[config.mk]
export PLATFORM = sky130hd
export DESIGN_NAME = dtcm_timer
export DESIGN_NICKNAME = d
export VERILOG_FILES = /design/src/pkg/dtcm_pkg.sv /design/src/dtcm_timer.sv
export SDC_FILE = /design/constraint.sdc
export NUM_CORES = 1
export LEC_CHECK = 0
export BUFFER_PORTS_ARGS = -buffer_cell sky130_fd_sc_hd__buf_4
export CORE_AREA = 2 2 132 134
export CTS_BUF_LIST = sky130_fd_sc_hd__clkbuf_2 sky130_fd_sc_hd__clkbuf_4 sky130_fd_sc_hd__clkbuf_8
export DETAILED_ROUTE_END_ITERATION = 8
export DIE_AREA = 0 0 134 136
export GPL_ROUTABILITY_DRIVEN = 0
export PLACE_DENSITY = 0.53
export SLEW_MARGIN = 20
export SYNTH_ARGS = -nofsm -noshare
export SYNTH_HDL_FRONTEND = slang
export SYNTH_SLANG_ARGS = --single-unit
[constraint.sdc]
create_clock -name CLOCK -period 5 [get_ports CLOCK]
set_input_delay 0.5 -clock CLOCK [delete_from_list [all_inputs] [get_ports CLOCK]]
set_output_delay 0.5 -clock CLOCK [all_outputs]
set_load 0.05 [all_outputs]
[src/pkg/dtcm_pkg.sv]
/*
 * Shared constants and types for the dual timer/counter block.
 * Assumes a single 40 MHz clock that also stands in for the oscillator.
 */
package dtcm_pkg;

    // Clock and count-rate figures
    localparam int CLOCK_HZ         = 40_000_000;
    localparam int OSC_HZ           = 40_000_000;
    localparam int TICK_OSC_PERIODS = 12;
    localparam int TICK_CYCLES      = TICK_OSC_PERIODS * CLOCK_HZ / OSC_HZ;

    // Register indices; byte address is four times the index
    localparam logic [9:0] IDX_RUN_FLAG  = 10'h088;
    localparam logic [9:0] IDX_MODE      = 10'h089;
    localparam logic [9:0] IDX_LOW_ZERO  = 10'h08a;
    localparam logic [9:0] IDX_LOW_ONE   = 10'h08b;
    localparam logic [9:0] IDX_HIGH_ZERO = 10'h08c;
    localparam logic [9:0] IDX_HIGH_ONE  = 10'h08d;
    localparam logic [9:0] IDX_INT_STAT  = 10'h090;
    localparam logic [9:0] IDX_INT_MASK  = 10'h091;

    // Reset values
    localparam logic [7:0] MODE_RESET  = 8'h00;
    localparam logic [7:0] COUNT_RESET = 8'h00;

    // Mode register fields
    localparam int MODE_GATE_ONE = 7;
    localparam int MODE_FUNC_ONE = 6;
    localparam int MODE_SEL_ONE  = 4;
    localparam int MODE_GATE_ZERO = 3;
    localparam int MODE_FUNC_ZERO = 2;
    localparam int MODE_SEL_ZERO = 0;

    // Run/flag control register fields
    localparam int CTL_FLAG_ONE  = 7;
    localparam int CTL_RUN_ONE   = 6;
    localparam int CTL_FLAG_ZERO = 5;
    localparam int CTL_RUN_ZERO  = 4;

    // Mode encodings
    localparam logic [1:0] MODE_13BIT  = 2'h0;
    localparam logic [1:0] MODE_16BIT  = 2'h1;
    localparam logic [1:0] MODE_RELOAD = 2'h2;
    localparam logic [1:0] MODE_SPLIT  = 2'h3;

    localparam logic [1:0] RESP_OKAY   = 2'h0;
    localparam logic [1:0] RESP_SLVERR = 2'h2;

    typedef struct packed {
        logic        awvalid;
        logic [11:0] awaddr;
        logic        wvalid;
        logic [31:0] wdata;
        logic [3:0]  wstrb;
        logic        bready;
        logic        arvalid;
        logic [11:0] araddr;
        logic        rready;
    } dtcm_axi_req_t;

    typedef struct packed {
        logic        awready;
        logic        wready;
        logic        bvalid;
        logic [1:0]  bresp;
        logic        arready;
        logic        rvalid;
        logic [31:0] rdata;
        logic [1:0]  rresp;
    } dtcm_axi_rsp_t;

    typedef struct packed {
        logic [7:0] high;
        logic [7:0] low;
        logic       ovf;
    } dtcm_cnt_t;

endpackage

[src/dtcm_timer.sv]
/*
 * Dual timer/counter with AXI4-Lite register access and one interrupt.
 * Assumes count and gate pins are asynchronous; bus is on CLOCK.
 */
// What this block does
// - Timer function counts prescaled clock; counter function counts pin edges.
// - Two-bit mode: 13-bit, 16-bit, 8-bit reload; timer 1 mode 3 stops.
// - Count only when run bit set and gate off or gate pin high.
// - Mode 0 is 13 bits: high byte over low five bits of low byte.
// - Rollover from all ones to zero sets the timer overflow flag.
// - Setting run bit leaves count registers untouched.
// - Mode 1 cascades both bytes into a 16-bit counter.
// - Mode 2 counts low byte, reloads it from high byte on overflow.
// - Timer 1 in mode 3 holds its count as if run bit cleared.
// - Timer 0 mode 3 low byte is 8-bit counter with timer 0 controls.
// - Timer 0 mode 3 high byte times only, uses timer 1 run and flag.
// - Timer 1 keeps counting flagless while timer 0 is in mode 3.
// - Mode register: timer 1 in bits 7..4, timer 0 in bits 3..0.
// - Mode register resets to zero and is software read/write.
// - Timer function advances once per twelve oscillator periods.
// - Pin sampled per twelve periods; one then zero counts next period.
// - Flags set by hardware, cleared on service; run bits read/write.
`timescale 1ns/10ps
`default_nettype none
module dtcm_timer
    import dtcm_pkg::*;
(
    input  wire logic          CLOCK,
    input  wire logic          RESETN,
    input  wire dtcm_axi_req_t AXI_REQ,
    output dtcm_axi_rsp_t      AXI_RSP,
    input  wire logic          COUNT_PIN_ZERO,
    input  wire logic          COUNT_PIN_ONE,
    input  wire logic          GATE_PIN_ZERO,
    input  wire logic          GATE_PIN_ONE,
    input  wire logic [1:0]    SERVICE_ACK,
    output logic               IRQ
);

    logic [3:0] pin_meta;
    logic [3:0] pin_sync;
    logic [3:0] tick_count;
    logic       tick;
    logic [1:0] cnt_sample;
    logic [1:0] cnt_fall;
    logic [7:0] timer_mode_select;
    logic       run_bit_zero;
    logic       run_bit_one;
    logic       overflow_flag_zero;
    logic       overflow_flag_one;
    logic [1:0] int_mask;
    logic [7:0] count_low_zero;
    logic [7:0] count_high_zero;
    logic [7:0] count_low_one;
    logic [7:0] count_high_one;
    logic       aw_held;
    logic [9:0] aw_index;
    logic       w_held;
    logic [7:0] w_byte;
    logic       w_lane;
    logic       bvalid;
    logic [1:0] bresp;
    logic       rvalid;
    logic [31:0] rdata;
    logic [1:0] rresp;
    logic       wr_fire;
    logic       ar_fire;
    logic       wr_mode;
    logic       wr_ctl;
    logic       wr_tl0;
    logic       wr_th0;
    logic       wr_tl1;
    logic       wr_th1;
    logic       wr_stat;
    logic       wr_mask;
    logic       wr_known;
    logic [1:0] mode0;
    logic [1:0] mode1;
    logic       split0;
    logic       en0;
    logic       en1;
    logic       ev0;
    logic       ev1;
    logic       evh;
    dtcm_cnt_t  step0;
    dtcm_cnt_t  step1;
    logic       set0;
    logic       set1;
    logic [1:0] clr;

    // One step of a paired counter in modes 0 to 2
    function automatic dtcm_cnt_t count_step(input logic [1:0] m,
                                             input logic [7:0] h,
                                             input logic [7:0] l);
        dtcm_cnt_t r;
        r = '{high: h, low: l, ovf: 1'b0};
        case (m)
            MODE_13BIT: begin
                r.low[4:0] = 5'(l[4:0] + 5'h1);
                if (l[4:0] == 5'h1f) begin
                    r.high = 8'(h + 8'h01);
                    r.ovf  = (h == 8'hff);
                end
            end
            MODE_16BIT: begin
                {r.high, r.low} = 16'({h, l} + 16'h0001);
                r.ovf = ({h, l} == 16'hffff);
            end
            MODE_RELOAD: begin
                r.low = (l == 8'hff) ? h : 8'(l + 8'h01);
                r.ovf = (l == 8'hff);
            end
            default: r = '{high: h, low: l, ovf: 1'b0};
        endcase
        return r;
    endfunction

    // Two-stage synchroniser for the four pins
    always_ff @(posedge CLOCK or negedge RESETN) begin
        if (!RESETN) begin
            pin_meta <= 4'h0;
            pin_sync <= 4'h0;
        end else begin
            pin_meta <= {GATE_PIN_ONE, GATE_PIN_ZERO,
                         COUNT_PIN_ONE, COUNT_PIN_ZERO};
            pin_sync <= pin_meta;
        end
    end

    // Divide by twelve, untouched by bus activity
    always_ff @(posedge CLOCK or negedge RESETN) begin
        if (!RESETN) begin
            tick_count <= 4'h0;
        end else if (tick) begin
            tick_count <= 4'h0;
        end else begin
            tick_count <= 4'(tick_count + 4'h1);
        end
    end
    assign tick = (tick_count == 4'(TICK_CYCLES - 1));

    // Count pins sampled on the tick; fall counts on the next tick
    always_ff @(posedge CLOCK or negedge RESETN) begin
        if (!RESETN) begin
            cnt_sample <= 2'h0;
            cnt_fall   <= 2'h0;
        end else if (tick) begin
            cnt_sample <= pin_sync[1:0];
            cnt_fall   <= cnt_sample & ~pin_sync[1:0];
        end
    end

    assign mode0  = timer_mode_select[MODE_SEL_ZERO +: 2];
    assign mode1  = timer_mode_select[MODE_SEL_ONE +: 2];
    assign split0 = (mode0 == MODE_SPLIT);

    assign en0 = run_bit_zero &
                 (~timer_mode_select[MODE_GATE_ZERO] | pin_sync[2]);
    assign en1 = run_bit_one & (mode1 != MODE_SPLIT) &
                 (~timer_mode_select[MODE_GATE_ONE] | pin_sync[3]);
    assign ev0 = en0 & (timer_mode_select[MODE_FUNC_ZERO] ?
                        cnt_fall[0] & tick : tick);
    assign ev1 = en1 & (timer_mode_select[MODE_FUNC_ONE] ?
                        cnt_fall[1] & tick : tick);
    assign evh = split0 & run_bit_one & tick;

    assign step0 = count_step(mode0, count_high_zero, count_low_zero);
    assign step1 = count_step(mode1, count_high_one, count_low_one);

    assign set0 = split0 ? (ev0 & (count_low_zero == 8'hff))
                         : (ev0 & step0.ovf);
    assign set1 = split0 ? (evh & (count_high_zero == 8'hff))
                         : (ev1 & step1.ovf);
    assign clr  = SERVICE_ACK | ({2{wr_stat}} & w_byte[1:0]);

    // Timer 0 count registers; a software write wins over counting
    always_ff @(posedge CLOCK or negedge RESETN) begin
        if (!RESETN) begin
            count_low_zero  <= COUNT_RESET;
            count_high_zero <= COUNT_RESET;
        end else begin
            if (wr_tl0) begin
                count_low_zero <= w_byte;
            end else if (split0 && ev0) begin
                count_low_zero <= 8'(count_low_zero + 8'h01);
            end else if (!split0 && ev0) begin
                count_low_zero <= step0.low;
            end
            if (wr_th0) begin
                count_high_zero <= w_byte;
            end else if (split0 && evh) begin
                count_high_zero <= 8'(count_high_zero + 8'h01);
            end else if (!split0 && ev0) begin
                count_high_zero <= step0.high;
            end
        end
    end

    // Timer 1 count registers
    always_ff @(posedge CLOCK or negedge RESETN) begin
        if (!RESETN) begin
            count_low_one  <= COUNT_RESET;
            count_high_one <= COUNT_RESET;
        end else begin
            if (wr_tl1) begin
                count_low_one <= w_byte;
            end else if (ev1) begin
                count_low_one <= step1.low;
            end
            if (wr_th1) begin
                count_high_one <= w_byte;
            end else if (ev1) begin
                count_high_one <= step1.high;
            end
        end
    end

    // Overflow flags: a set in the clearing cycle wins
    always_ff @(posedge CLOCK or negedge RESETN) begin
        if (!RESETN) begin
            overflow_flag_zero <= 1'b0;
            overflow_flag_one  <= 1'b0;
        end else begin
            overflow_flag_zero <= set0 | (overflow_flag_zero & ~clr[0]);
            overflow_flag_one  <= set1 | (overflow_flag_one & ~clr[1]);
        end
    end

    // Mode, run and mask registers
    always_ff @(posedge CLOCK or negedge RESETN) begin
        if (!RESETN) begin
            timer_mode_select <= MODE_RESET;
            run_bit_zero      <= 1'b0;
            run_bit_one       <= 1'b0;
            int_mask          <= 2'h0;
        end else begin
            if (wr_mode) begin
                timer_mode_select <= w_byte;
            end
            if (wr_ctl) begin
                run_bit_zero <= w_byte[CTL_RUN_ZERO];
                run_bit_one  <= w_byte[CTL_RUN_ONE];
            end
            if (wr_mask) begin
                int_mask <= w_byte[1:0];
            end
        end
    end

    assign IRQ = |({overflow_flag_one, overflow_flag_zero} & int_mask);

    // AXI4-Lite write side: address and data taken in either order
    assign wr_fire  = aw_held & w_held & ~bvalid;
    assign wr_mode  = wr_fire & w_lane & (aw_index == IDX_MODE);
    assign wr_ctl   = wr_fire & w_lane & (aw_index == IDX_RUN_FLAG);
    assign wr_tl0   = wr_fire & w_lane & (aw_index == IDX_LOW_ZERO);
    assign wr_th0   = wr_fire & w_lane & (aw_index == IDX_HIGH_ZERO);
    assign wr_tl1   = wr_fire & w_lane & (aw_index == IDX_LOW_ONE);
    assign wr_th1   = wr_fire & w_lane & (aw_index == IDX_HIGH_ONE);
    assign wr_stat  = wr_fire & w_lane & (aw_index == IDX_INT_STAT);
    assign wr_mask  = wr_fire & w_lane & (aw_index == IDX_INT_MASK);
    assign wr_known = (aw_index inside {IDX_MODE, IDX_RUN_FLAG, IDX_LOW_ZERO,
                       IDX_HIGH_ZERO, IDX_LOW_ONE, IDX_HIGH_ONE,
                       IDX_INT_STAT, IDX_INT_MASK});

    always_ff @(posedge CLOCK or negedge RESETN) begin
        if (!RESETN) begin
            aw_held  <= 1'b0;
            aw_index <= 10'h000;
            w_held   <= 1'b0;
            w_byte   <= 8'h00;
            w_lane   <= 1'b0;
            bvalid   <= 1'b0;
            bresp    <= RESP_OKAY;
        end else begin
            if (AXI_REQ.awvalid && !aw_held) begin
                aw_held  <= 1'b1;
                aw_index <= AXI_REQ.awaddr[11:2];
            end else if (wr_fire) begin
                aw_held <= 1'b0;
            end
            if (AXI_REQ.wvalid && !w_held) begin
                w_held <= 1'b1;
                w_byte <= AXI_REQ.wdata[7:0];
                w_lane <= AXI_REQ.wstrb[0];
            end else if (wr_fire) begin
                w_held <= 1'b0;
            end
            if (wr_fire) begin
                bvalid <= 1'b1;
                bresp  <= wr_known ? RESP_OKAY : RESP_SLVERR;
            end else if (AXI_REQ.bready) begin
                bvalid <= 1'b0;
            end
        end
    end

    // AXI4-Lite read side: data one cycle after the address
    assign ar_fire = AXI_REQ.arvalid & ~rvalid;

    always_ff @(posedge CLOCK or negedge RESETN) begin
        if (!RESETN) begin
            rvalid <= 1'b0;
            rdata  <= 32'h0000_0000;
            rresp  <= RESP_OKAY;
        end else if (ar_fire) begin
            rvalid <= 1'b1;
            rresp  <= RESP_OKAY;
            case (AXI_REQ.araddr[11:2])
                IDX_MODE:      rdata <= {24'h00_0000, timer_mode_select};
                IDX_RUN_FLAG:  rdata <= {24'h00_0000, overflow_flag_one,
                                         run_bit_one, overflow_flag_zero,
                                         run_bit_zero, 4'h0};
                IDX_LOW_ZERO:  rdata <= {24'h00_0000, count_low_zero};
                IDX_HIGH_ZERO: rdata <= {24'h00_0000, count_high_zero};
                IDX_LOW_ONE:   rdata <= {24'h00_0000, count_low_one};
                IDX_HIGH_ONE:  rdata <= {24'h00_0000, count_high_one};
                IDX_INT_STAT:  rdata <= {30'h0000_0000, overflow_flag_one,
                                         overflow_flag_zero};
                IDX_INT_MASK:  rdata <= {30'h0000_0000, int_mask};
                default: begin
                    rdata <= 32'h0000_0000;
                    rresp <= RESP_SLVERR;
                end
            endcase
        end else if (AXI_REQ.rready) begin
            rvalid <= 1'b0;
        end
    end

    always_comb begin
        AXI_RSP.awready = ~aw_held;
        AXI_RSP.wready  = ~w_held;
        AXI_RSP.bvalid  = bvalid;
        AXI_RSP.bresp   = bresp;
        AXI_RSP.arready = ~rvalid;
        AXI_RSP.rvalid  = rvalid;
        AXI_RSP.rdata   = rdata;
        AXI_RSP.rresp   = rresp;
    end

    // Checks
    property p_tick_period;
        @(posedge CLOCK) disable iff (!RESETN)
        tick |=> !tick [*8] ##1 !tick [*3] ##1 tick;
    endproperty
    a_tick_period: assert property (p_tick_period)
        else $error("tick spacing is not twelve cycles");

    property p_gated_hold;
        @(posedge CLOCK) disable iff (!RESETN)
        (!run_bit_zero && !wr_tl0) |=> $stable(count_low_zero);
    endproperty
    a_gated_hold: assert property (p_gated_hold)
        else $error("low byte of timer 0 moved while stopped");

    property p_mode0_carry;
        @(posedge CLOCK) disable iff (!RESETN)
        (!split0 && mode0 == MODE_13BIT && ev0 && !wr_th0 && !wr_tl0 &&
         count_low_zero[4:0] == 5'h1f)
        |=> count_high_zero == 8'($past(count_high_zero) + 8'h01) &&
            count_low_zero[4:0] == 5'h00;
    endproperty
    a_mode0_carry: assert property (p_mode0_carry)
        else $error("13-bit carry into high byte wrong");

    property p_mode1_wrap;
        @(posedge CLOCK) disable iff (!RESETN)
        (mode1 == MODE_16BIT && ev1 && !wr_tl1 && !wr_th1 &&
         {count_high_one, count_low_one} == 16'hffff && !split0)
        |=> {count_high_one, count_low_one} == 16'h0000 && overflow_flag_one;
    endproperty
    a_mode1_wrap: assert property (p_mode1_wrap)
        else $error("16-bit rollover did not wrap and flag");

    property p_reload;
        @(posedge CLOCK) disable iff (!RESETN)
        (mode0 == MODE_RELOAD && ev0 && count_low_zero == 8'hff &&
         !wr_tl0 && !wr_th0)
        |=> count_low_zero == $past(count_high_zero) &&
            $stable(count_high_zero) && overflow_flag_zero;
    endproperty
    a_reload: assert property (p_reload)
        else $error("auto-reload did not load low from high");

    property p_stop_one;
        @(posedge CLOCK) disable iff (!RESETN)
        (mode1 == MODE_SPLIT && !wr_tl1 && !wr_th1)
        |=> $stable(count_low_one) && $stable(count_high_one);
    endproperty
    a_stop_one: assert property (p_stop_one)
        else $error("timer 1 counted in mode 3");

    property p_split_high;
        @(posedge CLOCK) disable iff (!RESETN)
        (split0 && run_bit_one && tick && count_high_zero == 8'hff &&
         !wr_th0) |=> count_high_zero == 8'h00 && overflow_flag_one;
    endproperty
    a_split_high: assert property (p_split_high)
        else $error("split high byte did not flag timer 1");

    property p_split_quiet;
        @(posedge CLOCK) disable iff (!RESETN)
        (split0 && !evh && !overflow_flag_one) |=> !overflow_flag_one;
    endproperty
    a_split_quiet: assert property (p_split_quiet)
        else $error("timer 1 raised its flag while timer 0 split");

    property p_edge_count;
        @(posedge CLOCK) disable iff (!RESETN)
        (tick && cnt_sample[0] && !pin_sync[0])
        |=> (cnt_fall[0] && !tick) [*8] ##1 (cnt_fall[0] && !tick) [*3]
            ##1 (tick && cnt_fall[0]);
    endproperty
    a_edge_count: assert property (p_edge_count)
        else $error("falling sample not carried to next period");

    property p_mode_write;
        @(posedge CLOCK) disable iff (!RESETN)
        wr_mode |=> timer_mode_select == $past(w_byte);
    endproperty
    a_mode_write: assert property (p_mode_write)
        else $error("mode register did not take written byte");

    property p_flag_set_wins;
        @(posedge CLOCK) disable iff (!RESETN)
        set0 |=> overflow_flag_zero;
    endproperty
    a_flag_set_wins: assert property (p_flag_set_wins)
        else $error("overflow flag zero lost its set");

endmodule
`default_nettype wire

Yosys cells after proc, flatten, opt, wreduce, memory -nomap -nowiden
Cells that the tools add are included.
{ "totals": {"register_bits": 121, "latch_bits": 0, "ramBits": 0, "mem_bits_ro": 0, "n_memories": 0} }
{ "classes": {"n_addsub": 9, "n_mul": 0, "div": 0, "n_lt_le_gt_ge": 0, "n_eq_ne": 33, "n_shift": 0, "muxes": 37, "n_bitwise": 44, "n_reduce_logical": 33} }
{ "ops": {"columns": ["cell", "n"], "rows": [
  ["== test 10 x 8 -> 1 bit, second input constant", 16],
  ["2-to-1 mux 8 bit", 14],
  ["one-hot mux 8 bit (8 select lines)", 1],
  ["one-hot mux 6 bit (3 select lines)", 2],
  ["adder 16 x 1 -> 16 bit, second input constant", 2],
  ["adder 8 x 1 -> 8 bit, second input constant", 4],
  ["== test 16 bit, second input constant", 2],
  ["== test 8 bit, second input constant", 4],
  ["one-hot mux 8 bit (2 select lines)", 2],
  ["AND 1 bit", 27],
  ["2-to-1 mux 1 bit", 13],
  ["one-hot mux 3 bit (2 select lines)", 2],
  ["nonzero test 2 bit", 6],
  ["nonzero test 3 bit", 4],
  ["nonzero test 4 bit", 3],
  ["adder 5 x 1 -> 5 bit, second input constant", 2],
  ["== test 5 bit, second input constant", 2],
  ["inverter 1 bit", 8],
  ["AND reduction 2 bit", 4],
  ["nonzero test 8 bit", 1],
  ["OR reduction 8 bit", 1],
  ["AND 2 bit", 3],
  ["== test 2 bit, second input constant", 3],
  ["AND reduction 3 bit", 2],
  ["other kinds (16)", 28]
]} }

Depth between registers and ports, before layout
{ "depth": {"word_depth": 9, "ltp_mapped": 9, "depth_no_buf": 9} }

Worst setup path after synthesis
Ideal clock, no wire load.
{ "synth_timing": {"path_kind": "register -> register", "startpoint": "reg count_low_zero[0]", "endpoint": "reg count_high_zero[5]", "setup_ps": 124, "arrival_ps": 2249, "required_ps": 4876, "setup_slack_ps": 2627, "path_stages_with_launch": 10, "n_path_buf": 0, "period_less_slack_ps": 2373, "path_cell_list": "dfrtp_1 -> ha_1 -> nand3_1 -> inv_1 -> ha_1 -> mux2i_1 -> o41a_1 -> a2111oi_4 -> a31oi_1 -> o31a_1"} }
{ "synth_via": {"elab_chain_len": 5, "word_cells_on_any_way": 8, "classes_between": "add/sub (1); eq/ne (2); mux (4); reduce/logical (1)"} }
{ "synth_lines": {"columns": ["item", "line_no", "source"], "rows": [
  ["start, declared", "dtcm_timer.sv:52", "logic [7:0] count_low_zero;"],
  ["start signal, assigned", "dtcm_timer.sv:183", "count_low_zero <= w_byte;"],
  ["start signal, assigned", "dtcm_timer.sv:185", "count_low_zero <= 8'(count_low_zero + 8'h01);"],
  ["start signal, assigned", "dtcm_timer.sv:187", "count_low_zero <= step0.low;"],
  ["adder 16 x 1 -> 16 bit", "dtcm_timer.sv:106", "{r.high, r.low} = 16'({h, l} + 16'h0001);"],
  ["one-hot mux 8 bit (2 select lines)", "dtcm_timer.sv:97", "case (m)"],
  ["2-to-1 mux 8 bit", "dtcm_timer.sv:193", "end else if (!split0 && ev0) begin"],
  ["2-to-1 mux 8 bit", "dtcm_timer.sv:191", "end else if (split0 && evh) begin"],
  ["2-to-1 mux 8 bit", "dtcm_timer.sv:189", "if (wr_th0) begin"],
  ["end signal, assigned", "dtcm_timer.sv:190", "count_high_zero <= w_byte;"],
  ["end signal, assigned", "dtcm_timer.sv:192", "count_high_zero <= 8'(count_high_zero + 8'h01);"],
  ["end signal, assigned", "dtcm_timer.sv:194", "count_high_zero <= step0.high;"],
  ["end, declared", "dtcm_timer.sv:53", "logic [7:0] count_high_zero;"]
]} }
Several ways; a longest one is shown, not always the timed one. The select of a mux whose other input is x is not followed.
A chain may end at the register's enable or synchronous reset.

Worst setup path after layout
{ "layout_timing": {"startpoint": "reg timer_mode_select[1]", "endpoint": "reg count_low_zero[7]"} }
{ "layout_via": {"elab_chain_len": 5, "word_cells_on_any_way": 13, "classes_between": "eq/ne (3); mux (4); reduce/logical (6)"} }
{ "layout_lines": {"columns": ["item", "line_no", "source"], "rows": [
  ["start, declared", "dtcm_timer.sv:46", "logic [7:0] timer_mode_select;"],
  ["start signal, assigned", "dtcm_timer.sv:238", "timer_mode_select <= w_byte;"],
  ["== test 2 bit (tied with other cells)", "dtcm_timer.sv:97", null],
  ["one-hot mux 3 bit (2 select lines) or logical NOT 1 bit (tied branches)", "dtcm_timer.sv:97, dtcm_timer.sv:186", null],
  ["2-to-1 mux 8 bit or logical AND 1 bit (tied branches)", "dtcm_timer.sv:186", "end else if (!split0 && ev0) begin"],
  ["2-to-1 mux 8 bit or nonzero test 3 bit (tied branches)", null, null],
  ["2-to-1 mux 8 bit or AND reduction 2 bit (tied branches)", null, null]
]} }
Several ways; a longest one is shown, not always the timed one. The select of a mux whose other input is x is not followed.

==> impl_results.md <==
- Layout cells sized above 1: between 10% and 20%
- Final Setup Violations: 0
- Netlist Area Pre-Place: roughly 5800 um^2
- Area Growth Syn to Fin: 12.08%
- Syn Inst Count: 615
- Slew of the pin with the lowest slew margin: ~1000 ps
- Fmax: approximately 350 MHz
- Port Buffers: 57
- Most common cell after layout, fill and taps aside: dfrtp_1
- Vias: between 4000 and 5000
- Rel. slew slack: around a third
- Antenna viol nets, final: 0
- Leakage power: about 2.8 nW
- Arr. time, crit path: 3130 ps
- Unrepaired setup endpoints after global routing: false
- Routed wire length per instance: roughly 19 um
- Required time worst endpoint: 5270 ps
- Routed WL: approximately 17000 um
- Core Area: ~17000 um^2
- # IOs: ~120
- Max Slew Vio Count: 0
- Fin nets: 743
- CP top delay family: simple AND/OR/NAND/NOR gates
- Library cells used by synthesis: 70
- Highest Signal Layer: met4
- Post-synth top flop: dfrtp_1
- Ranking of synthesized cells by area: dfrtp_1 41%, mux2_2 7.2%, nand2_1 4.3%
- H-tree depth: 3
- Met1 Wirelength: around 7600 um
- R2r setup slk: 2140 ps
- Yosys warns: 0
- Status: completed
- Iteration-0 DRC Markers: ~400
- Clock Path Buffers: 2
- Avg Cell Area, Syn: roughly 9.5 um^2
- Worst setup path category: flip-flop to flip-flop
- DRC Markers: 0
- Count of final hold-check violations: 0
- Post-synth top area share: about two fifths
- Row cnt: between 40 and 50
- Buffers & Inverters on Critical Path: 1
- First-pass GRT wire length: 25900 um
- Post-synth top area cell: dfrtp_1
- Post-cts gate resize count: 0
- Post-DP HPWL: 12180 um
- Fin crit share: ~57%
- Initial antenna violation count: 0
- Gr usage total: between 10% and 20%
- Critical path's slowest cell: nor4_1
- Vias in the first global route: approximately 4600
- CTS Sinks: between 90 and 100
- Synth async-reset ratio: 100.0%
- Cts hold-fix bufs: 0
- Post-CTS Setup Bufs: 0
- Clock root buffer master: clkbuf_8
- TritonCTS Buffers: 9
- Cell Area, Placed: ~6300 um^2
- Sequential-to-total area share from yosys stat: approximately two fifths
- Largest net degree at the start of global routing: 56
- Startpoint types: flip-flop
- Grt ovf: 0
- Hold Crit Class: input pin to async pin
- Pwr/cell area: roughly 320 nW/um^2
- Sum Neg Setup Slack: 0 ps
- FF+latch count, synth: 95
- Met2 WL post-DR: between 7000 and 8000 um
- Maxcap violations: 0
- Chip height: about 140 um
- Worst-path clk slew: approximately 110 ps
- DR WL met3: ~1200 um
- Post-synth EDFFs: 0
- Initial Utilization: approximately 34%
- Drt first pass iters: 5
- VDD IR-drop max: 0.2391 mV
- Worst-path maximum fanout: 8
- Worst-Skew Late Latency: a little under 400 ps
- Skew final: 12.23 ps
- Worst Setup End Kind: flip-flop
- ANT cells: 0
- Cell chain of the critical path: ha_1 > inv_1 > nor4_1 > nor3b_1 > and3_1 > o41ai_1
- CTS tree: yes
- Crit path largest cell delay: 830 ps
- Tmin final: approximately 2900 ps
- Vias per cell: 5.561
- Commonest cells after routing, fill and taps aside: 95 x dfrtp_1, 66 x nand2_1, 59 x buf_4
- Design area: 6514 um^2
- Power, Total: between 2 and 2.5 mW
- Die ar.: around 18000 um^2
- Width of the die: about 130 um
## worst reg2reg max path, delay by kind of cell (launching register included)
family	cells	cell delay (ps)
simple gates	3	1310
flops	1	500
fa+ha+maj	1	370
compound gates	1	350
buf+inv	1	210
## final timing paths
path | cells after the start | from | end
max | 6 | timer_mode_select[1] | count_low_zero[7]
min | 1 | RESETN | count_low_zero[0]
max reg2reg | 6 | timer_mode_select[1] | count_low_zero[7]
min reg2reg | 0 | pin_meta[1] | pin_sync[1]
max in group asynchronous | 2 | RESETN | timer_mode_select[5]
min in group CLOCK | 1 | COUNT_PIN_ZERO | pin_meta[0]
## state kept, by name, indices dropped and copies added, names as in the netlist, 2 cells and up
| signal | flops |
|---|---|
| count_low_one | 8 |
| rdata | 8 |
| count_high_zero | 8 |
| timer_mode_select | 8 |
| count_high_one | 8 |
| w_byte | 8 |
| int_mask | 2 |
| cnt_fall | 2 |
| aw_index | 10 |
| cnt_sample | 2 |
| pin_meta | 4 |
| pin_sync | 4 |
| count_low_zero | 8 |
| tick_count | 4 |
## metrics by stage
stage	hold WS, ps	setup slack, ps	instances	utilization [%]
finish	172.2	2139	887	38.60
CTS	175.1	2144	887	38.60
detailed placement	334.7	2186	871	37.46
global route	180.1	1887	887	38.60
global placement	332.7	2300	871	37.46
floorplan	204.4	2627	640	-
## Yosys cell counts, drive strengths merged, types with 3 or more instances
cell and instances:
or3 7, nand3 17, o21ai 36, ha 13, nor3 8, nand2 66
nand4b 3, nand3b 7, or2 3, nand4 10, a31o 3, and3b 3
o21bai 3, o31ai 6, mux2i 14, a211oi 3, a21oi 15, o211a 3
and3 9, o22ai 5, buf 30, and4 5, a31oi 13, inv 24
and2 5, mux2 37, clkbuf 23, a22oi 9, a221oi 8, nor4 12
dfrtp 95, nor4b 3, a32oi 4, nor2 36, nor3b 8, xnor2 13
nand2b 9, nor2b 8, o211ai 4
## final cells by class
cell class / instances / area (um^2)
fill: 1724 / 10360
multi-input combinational: 468 / 3129
sequential: 95 / 2377
timing repair buffer: 59 / 442.9
tap: 225 / 281.5
clock buffer: 9 / 123.9
inverter: 24 / 90.09
clock inverter: 7 / 68.82
## cells by family after synthesis
logic type               Yosys count  synth area share [%]
AND/OR/NAND/NOR                  226                 21.08
other                              1               0.06452
AO/OA/AOI/OAI                    137                 16.45
adder cells (fa/ha/maj)           13                 2.799
multiplexers                      51                 9.580
flip-flops                        95                 40.90
XOR/XNOR                          15                 2.261
buffers and inverters             77                 6.868
## report_power, final
| part | internal, mW | switching (mW) |
|---|---|---|
| Combinational | 0.203 | 0.262 |
| Clock | 0.199 | 0.322 |
| Sequential | 0.885 | 0.230 |
## routing by layer
layer	track usage [%]	vias up
met5	0	-
met4	4.905	0
met3	4.176	23
met2	29.23	221
met1	25.88	2397
li1	-	2292
(Power assumes the default switching activity.)
